[src/diag_consts.svh]
// register offsets, field positions, reset values and timing of the self-test config
`ifndef DIAG_CONSTS_SVH
`define DIAG_CONSTS_SVH
// register indexes; byte address is four times the index
`define SUP_DIAG_IDX 10'h044
`define CLK_DIAG_IDX 10'h045
`define LOG_DIAG_IDX 10'h046
`define IRQ_STAT_IDX 10'h050
`define IRQ_MASK_IDX 10'h051
`define CFG_RST 16'h0000
`define IRQ_RST 7'h00
// supply self-test register fields
`define GND_A_BIT 2
`define GND_B_BIT 1
`define DGND_BIT 0
// clock self-test register fields
`define SPARE_MSB 15
`define SPARE_LSB 4
`define CLK_FAST_BIT 3
`define CLK_SLOW_BIT 2
`define OSC_WD_BIT 1
`define MCLK_WD_BIT 0
// logic self-test register fields
`define CRC_MSB 9
`define CRC_LSB 8
`define PORT_A_BIT 2
`define PORT_B_BIT 1
`define MAIN_PORT_BIT 0
// force vector / event positions
`define FRC_DGND 0
`define FRC_GND_B 1
`define FRC_GND_A 2
`define FRC_MCLK_WD 3
`define FRC_OSC_WD 4
`define FRC_FAST 5
`define FRC_SLOW 6
`define FRC_CRC 7
`define EV_FREQ 5
`define EV_CRC 6
// longest time from self-test bit to force output
`define CLK_MHZ 100
`define FORCE_TMAX_NS 10
`define FORCE_TMAX_CYC ((`FORCE_TMAX_NS * `CLK_MHZ) / 1000)
`endif

[src/diag_pkg.sv]
// types shared by the self-test configuration block
package diag_pkg;
    typedef enum logic [1:0] {
        PH_IDLE = 2'b01,
        PH_ANSWER = 2'b10
    } apb_phase_t;

    typedef struct packed {
        logic [2:0] sup;
        logic [11:0] spare;
        logic [3:0] clk;
        logic [1:0] crc;
        logic [2:0] port;
        logic [6:0] stat;
        logic [6:0] mask;
        logic [6:0] flt_prev;
        logic [7:0] force_v;
        logic [1:0] crc_pat;
        apb_phase_t ph;
        logic ready;
        logic slverr;
        logic irq;
        logic [31:0] rdata;
    } cfg_state_t;
endpackage : diag_pkg

[src/level_sync3.sv]
// three-stage synchroniser with agreement filter for monitor fault flags
`timescale 1ns/1ps
`default_nettype none
module level_sync3 #(
    parameter int W = 7
) (
    input wire logic ref_clk_i, // clock
    input wire logic srst_i, // sync reset
    input wire logic ce_i, // clock enable
    input wire logic [W-1:0] async_i, // raw flags
    output logic [W-1:0] level_o // filtered flags
);
    typedef struct packed {
        logic [W-1:0] s1;
        logic [W-1:0] s2;
        logic [W-1:0] s3;
        logic [W-1:0] lvl;
    } sync_state_t;

    sync_state_t q;
    sync_state_t d;

    always_comb
    begin
        d = q;
        d.s1 = async_i;
        d.s2 = q.s1;
        d.s3 = q.s2;
        // s1 is seen only by s2; a change counts once s2 and s3 agree
        for (int i = 0; i < W; i++)
        begin
            if (q.s2[i] == q.s3[i])
            begin
                d.lvl[i] = q.s3[i];
            end
        end
    end

    always_ff @(posedge ref_clk_i)
    begin
        if (srst_i)
        begin
            q <= '0;
        end
        else if (ce_i)
        begin
            q <= d;
        end
    end

    assign level_o = q.lvl;
endmodule : level_sync3
`default_nettype wire

[src/readback_invert.sv]
// per-pin readback inversion for one port
`timescale 1ns/1ps
`default_nettype none
module readback_invert #(
    parameter int PINS = 3
) (
    input wire logic ref_clk_i, // clock
    input wire logic srst_i, // sync reset
    input wire logic ce_i, // clock enable
    input wire logic invert_i, // port self-test bit
    input wire logic [PINS-1:0] dir_out_i, // 1 = digital output
    input wire logic [2*PINS-1:0] value_i, // pin data fields
    output logic [2*PINS-1:0] readback_o // value as read back
);
    typedef struct packed {
        logic [2*PINS-1:0] rb;
    } rb_state_t;

    rb_state_t q;
    rb_state_t d;
    logic [2*PINS-1:0] nxt;

    for (genvar i = 0; i < PINS; i++)
    begin : g_pin
        // inputs and analog pins read back true so only driven levels are checked
        assign nxt[2*i+1:2*i] = (invert_i && dir_out_i[i]) ?
            ~value_i[2*i+1:2*i] : value_i[2*i+1:2*i];
    end

    always_comb
    begin
        d = q;
        d.rb = nxt;
    end

    always_ff @(posedge ref_clk_i)
    begin
        if (srst_i)
        begin
            q <= '0;
        end
        else if (ce_i)
        begin
            q <= d;
        end
    end

    assign readback_o = q.rb;

    property p_invert;
        @(posedge ref_clk_i) disable iff (srst_i)
        (ce_i && invert_i && dir_out_i[0]) |=> (readback_o[1:0] == ~$past(value_i[1:0]));
    endproperty
    a_invert: assert property (p_invert)
        else $error("readback not inverted for output pin");
endmodule : readback_invert
`default_nettype wire

[src/monitor_diagnostic_injection_cfg.sv]
// self-test injection configuration for ground, clock, map CRC and port monitors
//
// Operation
// With ground-A self-test on and its monitor on, ground-A open fault is forced in time.
// With ground-B self-test on and its monitor on, ground-B open fault is forced in time.
// With digital-ground self-test on and its monitor on, that open fault is forced in time.
// Twelve spare bits of the clock self-test register store what is written, no effect.
// Clock-fast self-test with the frequency monitor on forces the frequency fault in time.
// Clock-slow self-test with the frequency monitor on forces the frequency fault in time.
// Software never sets clock-fast and clock-slow self-test together, but one after other.
// Aux oscillator watchdog self-test with that watchdog on forces its fault in time.
// Main clock watchdog self-test with that watchdog on forces its fault in time.
// A two-bit field picks map CRC pattern 1 to 3, or none at 0, and forces the CRC fault.
// Port-A readback self-test inverts read data of port-A pins set as digital outputs.
// Port-B readback self-test inverts read data of port-B pins set as digital outputs.
// Main-port readback self-test inverts read data of main-port pins set as outputs.
// Unused bits 15:10 and 7:3 of the logic self-test register read as zero.
// Clock and logic self-test registers reset to zero, all self-tests off.
// A self-test bit does nothing while its monitor is off, and holds until cleared.
//
// Implementation choice: the APB register port.
`timescale 1ns/1ps
`default_nettype none
`include "diag_consts.svh"
module monitor_diagnostic_injection_cfg
    import diag_pkg::*;
#(
    parameter int PORT_A_PINS = 3,
    parameter int PORT_B_PINS = 3,
    parameter int MAIN_PINS = 3
) (
    input wire logic ref_clk_i, // 100 MHz clock
    input wire logic srst_i, // sync reset, high
    input wire logic ce_i, // clock enable
    input wire logic psel_i, // apb select
    input wire logic penable_i, // apb enable
    input wire logic pwrite_i, // apb write
    input wire logic [11:0] paddr_i, // apb byte address
    input wire logic [31:0] pwdata_i, // apb write data
    input wire logic [3:0] pstrb_i, // apb byte strobes
    output logic [31:0] prdata_o, // apb read data
    output logic pready_o, // apb ready
    output logic pslverr_o, // apb error
    output logic irq_o, // level interrupt
    input wire logic ground_a_open_monitor_on_i, // monitor enable
    input wire logic ground_b_open_monitor_on_i, // monitor enable
    input wire logic digital_ground_open_monitor_on_i, // monitor enable
    input wire logic clock_frequency_monitor_on_i, // monitor enable
    input wire logic aux_osc_watchdog_on_i, // watchdog enable
    input wire logic main_clock_watchdog_on_i, // watchdog enable
    input wire logic ground_a_open_fault_i, // monitor flag
    input wire logic ground_b_open_fault_i, // monitor flag
    input wire logic digital_ground_open_fault_i, // monitor flag
    input wire logic clock_frequency_fault_i, // monitor flag
    input wire logic aux_osc_watchdog_fault_i, // monitor flag
    input wire logic main_clock_watchdog_fault_i, // monitor flag
    input wire logic map_crc_fault_i, // checker flag
    output logic [7:0] fault_force_o, // per-monitor force
    output logic [1:0] map_crc_selftest_pattern_o, // crc pattern
    input wire logic [PORT_A_PINS-1:0] port_a_pin_direction_i, // 1 = output
    input wire logic [2*PORT_A_PINS-1:0] port_a_pin_value_i, // data
    output logic [2*PORT_A_PINS-1:0] port_a_readback_o, // read value
    input wire logic [PORT_B_PINS-1:0] port_b_pin_direction_i, // 1 = output
    input wire logic [2*PORT_B_PINS-1:0] port_b_pin_value_i, // data
    output logic [2*PORT_B_PINS-1:0] port_b_readback_o, // read value
    input wire logic [MAIN_PINS-1:0] main_port_pin_direction_i, // 1 = output
    input wire logic [2*MAIN_PINS-1:0] main_port_pin_value_i, // data
    output logic [2*MAIN_PINS-1:0] main_port_readback_o // read value
);
    localparam int FORCE_CYC = `FORCE_TMAX_CYC;
    localparam cfg_state_t RST = '{
        sup: 3'(`CFG_RST), spare: 12'(`CFG_RST), clk: 4'(`CFG_RST), crc: 2'(`CFG_RST),
        port: 3'(`CFG_RST), stat: `IRQ_RST, mask: `IRQ_RST, flt_prev: 7'h00,
        force_v: 8'h00, crc_pat: 2'h0, ph: PH_IDLE, ready: 1'b0,
        slverr: 1'b0, irq: 1'b0, rdata: 32'h0000_0000};

    cfg_state_t q;
    cfg_state_t d;
    logic [6:0] flt_lvl;
    logic [9:0] idx;
    logic hit;
    logic setup;
    logic commit;
    logic [7:0] force_n;
    logic [6:0] diag_on;

    ////////////////////////////////////////////////////////////////////////////
    // fault flags come from analog monitors on other timing

    level_sync3 #(
        .W(7)
    ) u_flt_sync (
        .ref_clk_i(ref_clk_i),
        .srst_i(srst_i),
        .ce_i(ce_i),
        .async_i({map_crc_fault_i, clock_frequency_fault_i,
            aux_osc_watchdog_fault_i, main_clock_watchdog_fault_i,
            ground_a_open_fault_i, ground_b_open_fault_i,
            digital_ground_open_fault_i}),
        .level_o(flt_lvl)
    );

    ////////////////////////////////////////////////////////////////////////////
    // port readback inversion

    readback_invert #(
        .PINS(PORT_A_PINS)
    ) u_rb_a (
        .ref_clk_i(ref_clk_i),
        .srst_i(srst_i),
        .ce_i(ce_i),
        .invert_i(q.port[`PORT_A_BIT]),
        .dir_out_i(port_a_pin_direction_i),
        .value_i(port_a_pin_value_i),
        .readback_o(port_a_readback_o)
    );

    readback_invert #(
        .PINS(PORT_B_PINS)
    ) u_rb_b (
        .ref_clk_i(ref_clk_i),
        .srst_i(srst_i),
        .ce_i(ce_i),
        .invert_i(q.port[`PORT_B_BIT]),
        .dir_out_i(port_b_pin_direction_i),
        .value_i(port_b_pin_value_i),
        .readback_o(port_b_readback_o)
    );

    readback_invert #(
        .PINS(MAIN_PINS)
    ) u_rb_main (
        .ref_clk_i(ref_clk_i),
        .srst_i(srst_i),
        .ce_i(ce_i),
        .invert_i(q.port[`MAIN_PORT_BIT]),
        .dir_out_i(main_port_pin_direction_i),
        .value_i(main_port_pin_value_i),
        .readback_o(main_port_readback_o)
    );

    ////////////////////////////////////////////////////////////////////////////
    // force terms: a supply or clock self-test bit counts only while its monitor is on; a nonzero CRC field always forces

    assign force_n[`FRC_DGND] = q.sup[`DGND_BIT] && digital_ground_open_monitor_on_i;
    assign force_n[`FRC_GND_B] = q.sup[`GND_B_BIT] && ground_b_open_monitor_on_i;
    assign force_n[`FRC_GND_A] = q.sup[`GND_A_BIT] && ground_a_open_monitor_on_i;
    assign force_n[`FRC_MCLK_WD] = q.clk[`MCLK_WD_BIT] && main_clock_watchdog_on_i;
    assign force_n[`FRC_OSC_WD] = q.clk[`OSC_WD_BIT] && aux_osc_watchdog_on_i;
    assign force_n[`FRC_FAST] = q.clk[`CLK_FAST_BIT] && clock_frequency_monitor_on_i;
    assign force_n[`FRC_SLOW] = q.clk[`CLK_SLOW_BIT] && clock_frequency_monitor_on_i;
    assign force_n[`FRC_CRC] = (q.crc != 2'h0);

    // a pass event is only taken while the matching self-test is forcing
    assign diag_on = {force_n[`FRC_CRC], force_n[`FRC_FAST] | force_n[`FRC_SLOW],
        force_n[4:0]};

    ////////////////////////////////////////////////////////////////////////////
    // apb decode

    assign idx = paddr_i[11:2];
    assign hit = (idx == `SUP_DIAG_IDX) || (idx == `CLK_DIAG_IDX) ||
        (idx == `LOG_DIAG_IDX) || (idx == `IRQ_STAT_IDX) || (idx == `IRQ_MASK_IDX);
    assign setup = psel_i && !penable_i && (q.ph == PH_IDLE);
    assign commit = psel_i && penable_i && (q.ph == PH_ANSWER);

    function automatic logic [31:0] read_mux(input cfg_state_t s, input logic [9:0] a);
        logic [31:0] r;
        r = 32'h0000_0000;
        case (a)
            `SUP_DIAG_IDX: r[2:0] = s.sup;
            `CLK_DIAG_IDX: r[15:0] = {s.spare, s.clk};
            `LOG_DIAG_IDX: r[15:0] = {6'h00, s.crc, 5'h00, s.port};
            `IRQ_STAT_IDX: r[6:0] = s.stat;
            `IRQ_MASK_IDX: r[6:0] = s.mask;
            default: r = 32'h0000_0000;
        endcase
        return r;
    endfunction : read_mux

    ////////////////////////////////////////////////////////////////////////////
    // next state

    always_comb
    begin
        d = q;
        d.flt_prev = flt_lvl;
        d.force_v = force_n;
        d.crc_pat = q.crc;
        d.irq = |(q.stat & q.mask);
        // set wins over a write-one clear in the same cycle
        d.stat = q.stat | (flt_lvl & ~q.flt_prev & diag_on);
        case (q.ph)
            PH_IDLE:
            begin
                if (setup)
                begin
                    d.ph = PH_ANSWER;
                    d.ready = 1'b1;
                    d.slverr = !hit;
                    d.rdata = pwrite_i ? 32'h0000_0000 : read_mux(q, idx);
                end
            end
            PH_ANSWER:
            begin
                if (commit)
                begin
                    d.ph = PH_IDLE;
                    d.ready = 1'b0;
                    d.slverr = 1'b0;
                    if (pwrite_i && pstrb_i[0])
                    begin
                        case (idx)
                            `SUP_DIAG_IDX: d.sup = pwdata_i[2:0];
                            `CLK_DIAG_IDX:
                            begin
                                d.clk = pwdata_i[3:0];
                                d.spare[3:0] = pwdata_i[7:4];
                            end
                            `LOG_DIAG_IDX: d.port = pwdata_i[2:0];
                            `IRQ_STAT_IDX:
                                d.stat = (q.stat & ~pwdata_i[6:0]) |
                                    (flt_lvl & ~q.flt_prev & diag_on);
                            `IRQ_MASK_IDX: d.mask = pwdata_i[6:0];
                            default: d.mask = q.mask;
                        endcase
                    end
                    if (pwrite_i && pstrb_i[1])
                    begin
                        case (idx)
                            `CLK_DIAG_IDX: d.spare[11:4] = pwdata_i[15:8];
                            `LOG_DIAG_IDX: d.crc = pwdata_i[`CRC_MSB:`CRC_LSB];
                            default: d.crc = q.crc;
                        endcase
                    end
                end
            end
            default:
            begin
                d.ph = PH_IDLE;
                d.ready = 1'b0;
            end
        endcase
    end

    always_ff @(posedge ref_clk_i)
    begin
        if (srst_i)
        begin
            q <= RST;
        end
        else if (ce_i)
        begin
            q <= d;
        end
    end

    assign prdata_o = q.rdata;
    assign pready_o = q.ready;
    assign pslverr_o = q.slverr;
    assign irq_o = q.irq;
    assign fault_force_o = q.force_v;
    assign map_crc_selftest_pattern_o = q.crc_pat;

    ////////////////////////////////////////////////////////////////////////////
    // checks

    property p_gnd_a;
        @(posedge ref_clk_i) disable iff (srst_i)
        (ce_i && q.sup[`GND_A_BIT] && ground_a_open_monitor_on_i)
            |-> ##[1:FORCE_CYC] fault_force_o[`FRC_GND_A];
    endproperty
    a_gnd_a: assert property (p_gnd_a)
        else $error("ground A force missing");

    property p_gnd_b;
        @(posedge ref_clk_i) disable iff (srst_i)
        (ce_i && q.sup[`GND_B_BIT] && ground_b_open_monitor_on_i)
            |=> fault_force_o[`FRC_GND_B];
    endproperty
    a_gnd_b: assert property (p_gnd_b)
        else $error("ground B force missing");

    property p_dgnd;
        @(posedge ref_clk_i) disable iff (srst_i)
        (ce_i && q.sup[`DGND_BIT] && digital_ground_open_monitor_on_i)
            |=> fault_force_o[`FRC_DGND];
    endproperty
    a_dgnd: assert property (p_dgnd)
        else $error("digital ground force missing");

    property p_spare;
        @(posedge ref_clk_i) disable iff (srst_i)
        (ce_i && !(commit && pwrite_i && idx == `CLK_DIAG_IDX)) |=> $stable(q.spare);
    endproperty
    a_spare: assert property (p_spare)
        else $error("spare bits changed without a write");

    property p_freq;
        @(posedge ref_clk_i) disable iff (srst_i)
        (ce_i && clock_frequency_monitor_on_i && (q.clk[`CLK_FAST_BIT] || q.clk[`CLK_SLOW_BIT]))
            |=> (fault_force_o[`FRC_FAST] || fault_force_o[`FRC_SLOW]);
    endproperty
    a_freq: assert property (p_freq)
        else $error("frequency force missing");

    property p_wd;
        @(posedge ref_clk_i) disable iff (srst_i)
        ((ce_i && q.clk[`OSC_WD_BIT] && aux_osc_watchdog_on_i) |=> fault_force_o[`FRC_OSC_WD])
        and ((ce_i && q.clk[`MCLK_WD_BIT] && main_clock_watchdog_on_i)
            |=> fault_force_o[`FRC_MCLK_WD]);
    endproperty
    a_wd: assert property (p_wd)
        else $error("watchdog force missing");

    property p_crc;
        @(posedge ref_clk_i) disable iff (srst_i)
        (ce_i && q.crc != 2'h0) |=> fault_force_o[`FRC_CRC]
            && (map_crc_selftest_pattern_o == $past(q.crc));
    endproperty
    a_crc: assert property (p_crc)
        else $error("crc pattern not forced");

    property p_reserved;
        @(posedge ref_clk_i) disable iff (srst_i)
        (ce_i && setup && !pwrite_i && idx == `LOG_DIAG_IDX)
            |=> (prdata_o[15:10] == 6'h00) && (prdata_o[7:3] == 5'h00);
    endproperty
    a_reserved: assert property (p_reserved)
        else $error("reserved bits not zero");

    property p_reset;
        @(posedge ref_clk_i)
        $past(srst_i) |-> (q.clk == 4'h0) && (q.spare == 12'h000) && (q.crc == 2'h0)
            && (q.port == 3'h0) && (q.sup == 3'h0);
    endproperty
    a_reset: assert property (p_reset)
        else $error("self-test bits not cleared by reset");

    property p_mon_off;
        @(posedge ref_clk_i) disable iff (srst_i)
        (ce_i && !ground_a_open_monitor_on_i && !aux_osc_watchdog_on_i)
            |=> !fault_force_o[`FRC_GND_A] && !fault_force_o[`FRC_OSC_WD];
    endproperty
    a_mon_off: assert property (p_mon_off)
        else $error("force while monitor off");

    c_gnd_pass: cover property (@(posedge ref_clk_i) disable iff (srst_i)
        fault_force_o[`FRC_GND_A] ##[1:8] q.stat[`FRC_GND_A]);
    c_crc_pat3: cover property (@(posedge ref_clk_i) disable iff (srst_i)
        map_crc_selftest_pattern_o == 2'h3);
    c_irq: cover property (@(posedge ref_clk_i) disable iff (srst_i) $rose(irq_o));
endmodule : monitor_diagnostic_injection_cfg
`default_nettype wire

[config.mk]
export PLATFORM = sky130hd
export DESIGN_NAME = monitor_diagnostic_injection_cfg
export DESIGN_NICKNAME = d
export VERILOG_FILES = /design/src/diag_pkg.sv /design/src/level_sync3.sv /design/src/readback_invert.sv /design/src/monitor_diagnostic_injection_cfg.sv
export VERILOG_INCLUDE_DIRS = /design/src
export SDC_FILE = /design/constraint.sdc
export NUM_CORES = 1
export LEC_CHECK = 0
export ABC_AREA = 0
export BUFFER_PORTS_ARGS = -buffer_cell sky130_fd_sc_hd__buf_2
export CAP_MARGIN = 20
export CORE_MARGIN = 4
export CORE_UTILIZATION = 52
export DETAILED_ROUTE_END_ITERATION = 10
export PLACE_DENSITY = 0.8
export SETUP_SLACK_MARGIN = 0.02
export SKIP_LAST_GASP = 1
export SLEW_MARGIN = 10
export SYNTH_ARGS = -nofsm -noshare
export SYNTH_HDL_FRONTEND = slang
export SYNTH_SLANG_ARGS = --single-unit
[constraint.sdc]
create_clock -name ref_clk_i -period 1.9 [get_ports ref_clk_i]
set_input_delay 0 -clock ref_clk_i [delete_from_list [all_inputs] [get_ports ref_clk_i]]
set_output_delay 0 -clock ref_clk_i [all_outputs]
set_load 0.02 [all_outputs]
==> results of run 1 <==
[routing by layer]
layer / part of all wire / GRT usage / wire [µm] / up-vias
met1: 0.41 / 0.319 / 6670 / 2532
met4: 0.025 / 0.101 / 398 / 0
met3: 0.069 / 0.0478 / 1120 / 39
met5: 0 / 0 / 0 / -
li1: - / - / - / 2579
met2: 0.49 / 0.426 / 7940 / 233
[synthesized netlist by cell type (all sizes together) (2+ instances only)]
cell type    n  share of area
a2111oi      2         0.0036
a211oi      20          0.027
a21o         7         0.0094
a21oi       62          0.055
a221oi       2         0.0031
a22o         5         0.0078
a2bb2oi      2         0.0031
a31oi        2         0.0022
a32oi        5         0.0078
and2         2         0.0025
and3         3         0.0033
and4         3         0.0047
and4b        3         0.0054
buf         55          0.070
clkbuf      31          0.024
dfxtp      121           0.43
inv          8         0.0054
mux2i       36          0.064
nand2       47          0.031
nand2b       8         0.0089
nand3       43          0.038
nand3b       5         0.0067
nand4        9          0.010
nor2        60          0.040
nor2b        6         0.0071
nor3         4         0.0045
nor3b        3         0.0040
nor4         2         0.0060
o21ai       38          0.034
o2bb2ai      7          0.011
o31ai        6         0.0080
or2b         2         0.0029
or3          7         0.0080
or4b         2         0.0042
xor2        18          0.028
[final timing paths]
check                    endpoint  slack, ns  depth (start not counted)         from
max                         q[89]       0.14                          6   paddr_i[3]
min                   prdata_o[0]       0.03                          5   paddr_i[5]
max reg2reg  u_rb_a.readback_o[0]       0.18                          4        q[70]
min reg2reg           prdata_o[7]       0.45                          2  prdata_o[7]
[kinds of logic (layout without fill, tap and decap cells)]
group,Yosys count,after routing,share of synthesized area
other,1,16,0.000668
multiplexers,36,36,0.0642
XOR/XNOR,19,19,0.0296
buffers and inverters,94,259,0.0996
AND/OR/NAND/NOR,211,211,0.194
AO/OA/AOI/OAI,164,164,0.180
flip-flops,121,121,0.432
[worst register-to-register path, delay by kind of cell, from the launching register on]
family,cells,cell delay [ns]
buf+inv,1,0.56
flops,1,0.45
compound gates,1,0.31
xor+xnor,1,0.16
simple gates,1,0.15
[final cells by class]
type	count	area share
multi-input cells	446	0.361
flip-flops and latches	121	0.324
repair buffers	219	0.211
clock buffers	17	0.0553
well taps	136	0.0227
clock inverters	15	0.0222
inverters	8	0.00401
[sequential cells by signal, summed over array words and instances, names as in the netlist]
name,count
u_rb_b.readback_o,6
prdata_o,16
d,2
u_flt_sync.level_o,7
fault_force_o,8
u_flt_sync.d,14
map_crc_selftest_pattern_o,2
q,45
u_flt_sync.q,7
pslverr_o,1
irq_o,1
u_rb_main.readback_o,6
u_rb_a.readback_o,6
[stage by stage]
stage               std cells  setup WS, ns  power, mW
floorplan                 661         0.173       2.97
global placement          848         0.246       3.12
detailed placement        848         0.165       3.13
CTS                       961        0.0665       6.35
global route              962        0.0243       6.55
finish                    962         0.139       6.34
[power by group through the flow]
stage	combinational (mW)	clock, mW	sequential, mW
after CTS	0.587	3.15	2.61
after floorplan	0.274	0	2.70
final	0.608	3.12	2.61
after global routing	0.655	3.27	2.62
after global placement	0.451	0	2.66
after detailed placement	0.464	0	2.67
[what timing repair did]
| item | 4_1_cts | 5_1_grt |
|---|---|---|
| endpoints found under the setup margin | 0 | 6 |
| hold buffers | 81 | 0 |
| hold endpoints to repair | 88 | 0 |
| buffers inserted | 0 | 1 |
| resized for setup | 0 | 4 |
==> results by group, run 1 <==
Outcome
  • Status: complete, no violations

Setup path
  • Crit. End Element: register
  • WP data required: between 2 and 2.5 ns
  • Slowest cell delay on critical path: approximately 0.53 ns
  • Sum of buffers and inverters on the critical path: 2
  • Slowest-stage cell, CP: dlygate4sd3_1
  • CP max FO: 11
  • CP startpoint kind: input pin
  • Cells along the critical path: dlygate4sd3_1 -> buf_2 -> nor4b_4 -> nand3b_1 -> or3_1 -> a21oi_1
  • Data arrival time of the critical path: about 2.2 ns
  • Critical path class: input pin to register
  • Delay-heaviest family, CP: simple AND/OR/NAND/NOR gates

Logic synthesis
  • Syn Inst Count: ~650
  • Synth Cell Area: ~5600 µm²
  • Synth cell types: 58
  • Yosys warns: 0
  • Top_reg_cell synth: dfxtp_1
  • Fraction of registers with async set/reset: 0
  • Post-synthesis sequential area ratio: 0.432
  • Synth Register Bits: approximately 120
  • Post-synth EDFFs: 0
  • Synth Area per Inst: 8.69 µm²

STA
  • TNS Setup: 0 ns
  • Final setup viols: 0
  • Tcrit/Tclk final: 0.927
  • Rel. slew slack: 0.593
  • Worst-Margin Slew: a little over 0.6 ns
  • WHS: between 0.02 and 0.03 ns
  • F_max: approximately 0.57 GHz
  • Slew Viols, Final: 0
  • Final min period: ~1.8 ns
  • RSZ-0062 raised after global routing: no
  • Skew final: 0.00610 ns
  • Hold Vio Cnt, Final: 0

Placement
  • Hpwl dp: 10.3 mm
  • Port-buffer cells: 120
  • DP Area: between 6000 and 7000 µm²
  • Routability cong.: 0.943

Clock network
  • Clk buf depth: 2
  • CTS buffer count: 17
  • CTS Sinks: 121
  • Clock Latency Late Sink: between 0.5 and 0.6 ns
  • H-tree Lvls: 4
  • Root buffer cell: clkbuf_8
  • CTS tree: yes
  • Clock slew at reported path FFs: 0.06 ns

Cells and area
  • Final Instance Area: 7480 µm²
  • Synthesis-to-finish area growth: 33.3%
  • Commonest non-fill, non-tap cells in the layout: dfxtp_1 (121), buf_2 (118), dlygate4sd3_1 (81)
  • Nets: 907
  • Area of the multi-input gates: 2700 µm²
  • Util after Layout: 0.718
  • Fillers: between 700 and 800
  • Share of cells above drive strength 1: 0.219
  • Antenna Cells: 0
  • Commonest non-fill, non-tap cell in the layout: dfxtp_1
  • Storage cell area: 2420 µm²

Detailed routing
  • DR pass1 iterations: 6
  • Residual DRC: 0
  • Via density: 5.60
  • Routed Antenna Nets: 0
  • Wirelength per Cell: 16.8 µm
  • First DRT Iteration DRCs: about 440
  • Vias post-DR: 5383
  • Drt total wl: between 15 and 20 mm

Pwr
  • Flop pwr share: 0.412
  • Internal power: ~4.8 mW
  • Psw: roughly 1.6 mW
  • Worst VDD drop: just over 0.5 mV
  • Gate power share: 0.096
  • Cell Pwr Density: 847 nW/µm²
  • Clock power frac: 0.492
  • Leakage power: 3.12 nW
  • Sw frac: 0.251

Die
  • Die height: ~110 µm
  • Core box area: roughly 10000 µm²
  • Die area: approximately 13000 µm²
  • I/O Pins: 157
  • FP Rows: 37
  • Initial core utilization: 0.539
  • Chip Width: between 100 and 150 µm

Global routing
  • Gr ovfl total: 0
  • First-pass GRT wire length: 26.1 mm
  • Vias in the first global route: ~5300
  • Antenna violations before repair: 0
  • GRT Resource Usage Total: 0.253
  • Largest net degree at the start of global routing: 64

Min path
  • Hold Path Class: input pin to register

Job
  • Max cap viols: 0
Note: power is estimated with default switching activity, not from simulation.
==> run 2: changes to the inputs <==
Settings changed: CORE_UTILIZATION 52 to 47, PLACE_DENSITY 0.8 to 0.76.
Clock period 1.9 ns to 1.5 ns, I/O delays scaled along.
==> run 2 against run 1 <==
The flow now finishes with violations (setup timing). Utilization shrank 7.3 points. Largest power group unchanged. Final cell count shrank 1.2%. First-iteration DRC count shrank 14%. Design area shrank 0.20%. Flip-flop and latch count is the same. Critical path type is now register to register.
==> results by group, run 2 (synthesized netlist as in run 1, its figures left out) <==
Outcome
  • Status: finished with violations (was complete, no violations)
  • Failing checks: setup timing

Global routing
  • Met1 GRT Util: 0.269 (was 0.319)
  • Vias in the first global route: 4984 (was 5313)
  • Gr ovfl total: 0 (unchanged)
  • Routing usage on met3: 0.0555 (was 0.0478)
  • Met2 Use GR: 0.366 (was 0.426)
  • Gr busiest metal: met2 (unchanged)
  • Largest net degree at the start of global routing: 83 (was 64)
  • GRT Resource Usage Total: 0.220 (was 0.253)
  • Antenna violations before repair: 0 (unchanged)
  • First-pass GRT wire length: 23.8 mm (was 26.1 mm)

Detailed routing
  • Residual DRC: 0 (unchanged)
  • Routed Antenna Nets: 0 (unchanged)
  • DR pass1 iterations: 5 (was 6)
  • Drt total wl: 15.3 mm (was 16.1 mm)
  • First DRT Iteration DRCs: 381 (was 444)
  • Vias post-DR: 5194 (was 5383)
  • Wirelength per Cell: 16.1 µm (was 16.8 µm)
  • Via density: 5.47 (was 5.60)

Setup path
  • Cells along the critical path: and4b_2 -> nand4_1 -> buf_6 -> o41ai_2 -> a21oi_1 (was dlygate4sd3_1 -> buf_2 -> nor4b_4 -> nand3b_1 -> or3_1 -> a21oi_1)
  • Sum of buffers and inverters on the critical path: 1 (was 2)
  • WP data required: 1.79 ns (was 2.35 ns)
  • CP startpoint kind: register (was input pin)
  • Delay-heaviest family, CP: simple AND/OR/NAND/NOR gates (unchanged)
  • Data arrival time of the critical path: 1.80 ns (was 2.21 ns)
  • CP max FO: 12 (was 11)
  • Critical path class: register to register (was input pin to register)
  • Levels on crit path: 5 (was 6)
  • Slowest-stage cell, CP: dfxtp_4 (was dlygate4sd3_1)
  • Crit. End Element: register (unchanged)
  • Slowest cell delay on critical path: 0.36 ns (was 0.53 ns)
  • FF-to-FF path depth: 5 (was 4)

Pwr
  • Leakage power: 3.07 nW (was 3.12 nW)
  • Cell Pwr Density: 1100 nW/µm² (was 847 nW/µm²)
  • Worst VDD drop: 0.925 mV (was 0.517 mV)

Cells and area
  • Area of the multi-input gates: 2850 µm² (was 2700 µm²)
  • Commonest non-fill, non-tap cells in the layout: dfxtp_1 (119), buf_2 (118), a21oi_1 (62) (was dfxtp_1 (121), buf_2 (118), dlygate4sd3_1 (81))
  • Storage cell area: 2430 µm² (was 2420 µm²)
  • Fillers: 938 (was 775)
  • Commonest non-fill, non-tap cell in the layout: dfxtp_1 (unchanged)
  • Nets: 889 (was 907)
  • Share of cells above drive strength 1: 0.266 (was 0.219)
  • Final Instance Area: 7470 µm² (was 7480 µm²)
  • Synthesis-to-finish area growth: 33.1% (was 33.3%)
  • Number of flip-flops in the largest register: 45 (unchanged)
  • Reg with most FFs: q (unchanged)
  • Antenna Cells: 0 (unchanged)

STA
  • RSZ-0062 raised after global routing: yes (was no)
  • WHS: 0.0101 ns (was 0.0272 ns)
  • Tcrit/Tclk final: 1.01
  • Final setup viols: 2 (was 0)
  • Skew final: 0.0104 ns (was 0.00610 ns)
  • Hold Vio Cnt, Final: 0 (unchanged)
  • F_max: 0.661 GHz
  • Post-route setup slack: -0.0136 ns (was 0.139 ns)
  • Slew Viols, Final: 0 (unchanged)
  • Final min period: roughly 1.5 ns

Clock network
  • CTS tree: yes (unchanged)
  • Root buffer cell: clkbuf_16 (was clkbuf_8)
  • Clock Latency Late Sink: 0.41 ns (was 0.52 ns)
  • CTS Sinks: 121 (unchanged)
  • H-tree Lvls: 4 (unchanged)
  • Clock slew at reported path FFs: 0.05 ns (was 0.06 ns)
  • Clk buf depth: 2 (unchanged)
  • CTS buffer count: 17 (unchanged)

Placement
  • Hpwl dp: 10.2 mm (was 10.3 mm)
  • DP Area: 6160 µm² (was 6070 µm²)
  • Pre-CTS WS: -0.0474 ns (was 0.165 ns)
  • Routability cong.: 0.934 (was 0.943)
  • Port-buffer cells: 120 (unchanged)

Die
  • Die area: 13800 µm² (was 12500 µm²)
  • I/O Pins: 157 (unchanged)
  • FP Rows: 39 (was 37)
  • Chip Width: 117 µm (was 112 µm)
  • Die height: 117 µm (was 112 µm)
  • Core box area: 11600 µm² (was 10400 µm²)
  • Initial core utilization: 0.485 (was 0.539)

Min path
  • Hold Crit Depth: 4 (was 5)
  • Hold Path Class: input pin to register (unchanged)

Job
  • Max cap viols: 0 (unchanged)
[run 2: stage by stage]
step / setup TNS (ns) / power (mW) / utilization / instances
4_1_cts: 0 / 8.23 / 0.633 / 948
3_3_place_gp: -0.132 / 3.96 / 0.532 / 863
5_1_grt: -0.537 / 8.47 / 0.646 / 950
6_report: -0.0213 / 8.20 / 0.646 / 950
3_5_place_dp: -0.251 / 3.98 / 0.532 / 863
2_1_floorplan: -0.0407 / 3.77 / - / 661
[run 2: final timing paths]
path | from | endpoint | slack (ns)
setup / recovery | q[35] | q[67] | -0.01
hold / removal | port_a_pin_direction_i[2] | u_rb_a.readback_o[4] | 0.01
setup reg to reg | q[35] | q[67] | -0.01
hold reg to reg | prdata_o[12] | prdata_o[12] | 0.45
[run 2: repair_timing]
| item | in CTS | in global routing |
|---|---|---|
| setup endpoints to repair | 26 | 45 |
| buffers inserted | 2 | 2 |
| hold buffers | 52 | 0 |
| gates resized for setup | 6 | 24 |
| gates cloned | 0 | 0 |
| hold endpoints to repair | 70 | 0 |
| pin swaps | 1 | 6 |
[run 2: worst min-delay path, cell delays in order]
cell      delay (ns)
buf_2           0.08
nand2_1         0.08
xor2_1          0.14
a211oi_1        0.08
[run 2: final cells by class]
cell class,count,area share
timing repair buffer,201,0.184
clock inverter,7,0.0152
tap,143,0.0240
multi-input combinational,446,0.381
clock buffer,24,0.0658
inverter,8,0.00402
sequential,121,0.325
[run 2: per-layer routing]
metal / wire [µm] / up-vias
met2: 7390 / 173
met4: 417 / 0
met3: 858 / 36
met5: 0 / -
met1: 6590 / 2451
li1: - / 2534
[run 2: report_power, final]
part	internal, mW	total [mW]	leakage (nW)	switching [mW]
clock network	2.77	4.16	0.297	1.39
registers	3.28	3.31	0.982	0.0339
logic	0.324	0.735	1.79	0.411
==> run 3: changes to the inputs <==
Settings changed: CORE_MARGIN 4 to not set.
==> run 3 against run 2 <==
The flow finishes with violations (DRC). First-iteration DRC count is 5.0% higher. Routed wire length down 2.6%. Largest power group unchanged. Clock skew shrank 0.0044 ns. Critical path type unchanged. Non-clock buffer count is 6 higher. Utilization is 0.50 points higher. Worst setup slack better by 0.015 ns. Maximum frequency rose by 0.99%. Clock power up 1%. Hold slack improved by 0.014 ns. Combinational power barely moved. Count of clock-buffer cells in the layout shrank 1.
==> results by group, run 3 (synthesized netlist as in run 1, its figures left out) <==
Global routing
  • Gr ovfl total: 0 (unchanged)
  • Antenna violations before repair: 0 (unchanged)
  • Vias in the first global route: 5014 (was 4984)
  • GRT Resource Usage Total: 0.240 (was 0.220)
  • First-pass GRT wire length: 23.6 mm (was 23.8 mm)
  • Largest net degree at the start of global routing: 87 (was 83)

Cells and area
  • Util after Layout: 0.651 (was 0.646)
  • Nets: 895 (was 889)
  • Number of flip-flops in the largest register: 45 (unchanged)
  • Reg with most FFs: q (unchanged)
  • Antenna Cells: 0 (unchanged)
  • Commonest non-fill, non-tap cells in the layout: dfxtp_1 (119), buf_2 (118), a21oi_1 (61) (was dfxtp_1 (119), buf_2 (118), a21oi_1 (62))
  • Commonest non-fill, non-tap cell in the layout: dfxtp_1 (unchanged)
  • Share of cells above drive strength 1: 0.257 (was 0.266)
  • Final Instance Area: 7490 µm² (was 7470 µm²)
  • Synthesis-to-finish area growth: 33.5% (was 33.1%)

Clock network
  • H-tree Lvls: 4 (unchanged)
  • CTS tree: yes (unchanged)
  • Clk buf depth: 2 (unchanged)
  • Clock slew at reported path FFs: 0.06 ns (was 0.05 ns)
  • Root buffer cell: clkbuf_16 (unchanged)
  • CTS Sinks: 121 (unchanged)
  • Clock Latency Late Sink: 0.41 ns (about the same)
  • CTS buffer count: 17 (unchanged)

Detailed routing
  • Vias post-DR: 5269 (was 5194)
  • DR pass1 iterations: 9 (was 5)
  • Routed Antenna Nets: 0 (unchanged)
  • First DRT Iteration DRCs: 400 (was 381)
  • Wirelength per Cell: 15.5 µm (was 16.1 µm)
  • Drt total wl: 14.9 mm (was 15.3 mm)
  • Residual DRC: 22 (was 0)
  • Via density: 5.51 (was 5.47)

Min path
  • Worst Hold Endpoint: prdata_o[2] (was u_rb_a.readback_o[4])
  • Hold Crit Depth: 4 (unchanged)
  • Hold Path Class: input pin to register (unchanged)
  • Hold Startpoint: paddr_i[7] (was port_a_pin_direction_i[2])

STA
  • F_max: 0.667 GHz (was 0.661 GHz)
  • Slew Viols, Final: 0 (unchanged)
  • WHS: 0.0237 ns (was 0.0101 ns)
  • Tcrit/Tclk final: 0.999 (was 1.01)
  • TNS Setup: 0 ns (was -0.0213 ns)
  • Hold Vio Cnt, Final: 0 (unchanged)
  • Final setup viols: 0 (was 2)
  • RSZ-0062 raised after global routing: yes (unchanged)
  • Final min period: 1.50 ns (was 1.51 ns)
  • Skew final: 0.00602 ns (was 0.0104 ns)

Setup path
  • Slowest cell delay on critical path: 0.35 ns (was 0.36 ns)
  • Crit. End Element: register (unchanged)
  • Critical path class: register to register (unchanged)
  • R2R Path Start: q[36] (was q[35])
  • Reg-to-Reg End: q[61] (was q[67])
  • CP max FO: 4 (was 12)
  • FF-to-FF path depth: 5 (unchanged)
  • Reg-to-reg slack, setup: 0.001 ns (was -0.01 ns)
  • Sum of buffers and inverters on the critical path: 1 (unchanged)
  • Crit path top cell by count: and3_4
  • Data arrival time of the critical path: 1.80 ns (about the same)
  • Cells along the critical path: and4b_2 -> buf_6 -> and3_4 -> and3_4 -> a2111oi_2 (was and4b_2 -> nand4_1 -> buf_6 -> o41ai_2 -> a21oi_1)
  • Slowest-stage cell, CP: dfxtp_4 (unchanged)
  • WP data required: 1.80 ns (was 1.79 ns)
  • Delay-heaviest family, CP: simple AND/OR/NAND/NOR gates (unchanged)
  • CP startpoint kind: register (unchanged)

Pwr
  • Leakage power: 3.10 nW (was 3.07 nW)
  • Cell Pwr Density: 1100 nW/µm² (about the same)
  • Worst VDD drop: 0.729 mV (was 0.925 mV)

Placement
  • Hpwl dp: 9.72 mm (was 10.2 mm)
  • DP Area: 6180 µm² (was 6160 µm²)
  • Routability cong.: 0.868 (was 0.934)
  • Port-buffer cells: 120 (unchanged)

Die
  • Chip Width: 111 µm (was 117 µm)
  • I/O Pins: 157 (unchanged)
  • FP Rows: 39 (unchanged)
  • Die height: 111 µm (was 117 µm)
  • Core box area: 11500 µm² (was 11600 µm²)
  • Initial core utilization: 0.487 (was 0.485)
  • Die area: 12400 µm² (was 13800 µm²)

Outcome
  • Failing checks: DRC (was setup timing)
  • Status: finished with violations (unchanged)

Job
  • Max cap viols: 0 (unchanged)
-- run 3: changes by cell type in the layout (fill, tap and decap cells not counted), sizes merged --
cell / before / now
buf: 149 / 150
bufinv: 3 / 4
clkbuf: 24 / 23
clkinv: 2 / 5
clkinvlp: 1 / 0
dlygate4sd3: 52 / 57
inv: 9 / 8
-- run 3: worst max-delay path by stage --
stage,start,to,cells after the start
after floorplan,q[36],q[65],6
after global placement,q[35],prdata_o[3],5
after detailed placement,q[35],prdata_o[4],5
after CTS,q[35],prdata_o[4],5
after global routing,q[36],q[62],5
final,q[36],q[61],5
-- run 3: through the flow --
step	cells	power (mW)	setup WS [ns]
after floorplan	661	3.77	-0.0303
after global placement	866	3.96	0.0270
after detailed placement	866	3.97	-0.0283
after CTS	956	8.31	0.0129
after global routing	957	8.53	-0.0345
final	957	8.25	0.00129
-- run 3: per-layer routing --
metal  vias to the layer above  track usage  part of all wire
met5                         -            0                 0
met4                         0        0.104             0.021
met3                        30       0.0536             0.059
met2                       197        0.412              0.49
met1                      2496        0.287              0.43
li1                       2546            -                 -
-- run 3: tightest hold or removal path, stage by stage --
cell and delay (ns):
buf_2 0.13, nor3b_1 0.10, nand3b_1 0.11, o21ai_1 0.06
-- run 3: timing repair --
action                     in CTS  in global routing
setup endpoints to repair      15                 39
setup buffers                   1                  1
hold endpoints to repair       78                  0
gates resized for setup         8                 16
hold buffers                   57                  0
pin swaps                       1                  5
-- run 3: cell type report --
cell class / count / area, µm²
clock buffers: 23 / 468
multi-input cells: 446 / 2800
fillers: 942 / 4020
repair buffers: 207 / 1450
well taps: 143 / 179
flip-flops and latches: 121 / 2430
inverters: 8 / 30.0
clock inverters: 9 / 145
-- run 3: where the power goes --
| group | internal (mW) | switching [mW] | total (mW) |
|---|---|---|---|
| logic | 0.329 | 0.406 | 0.735 |
| registers | 3.28 | 0.0338 | 3.31 |
| clock network | 2.85 | 1.36 | 4.21 |
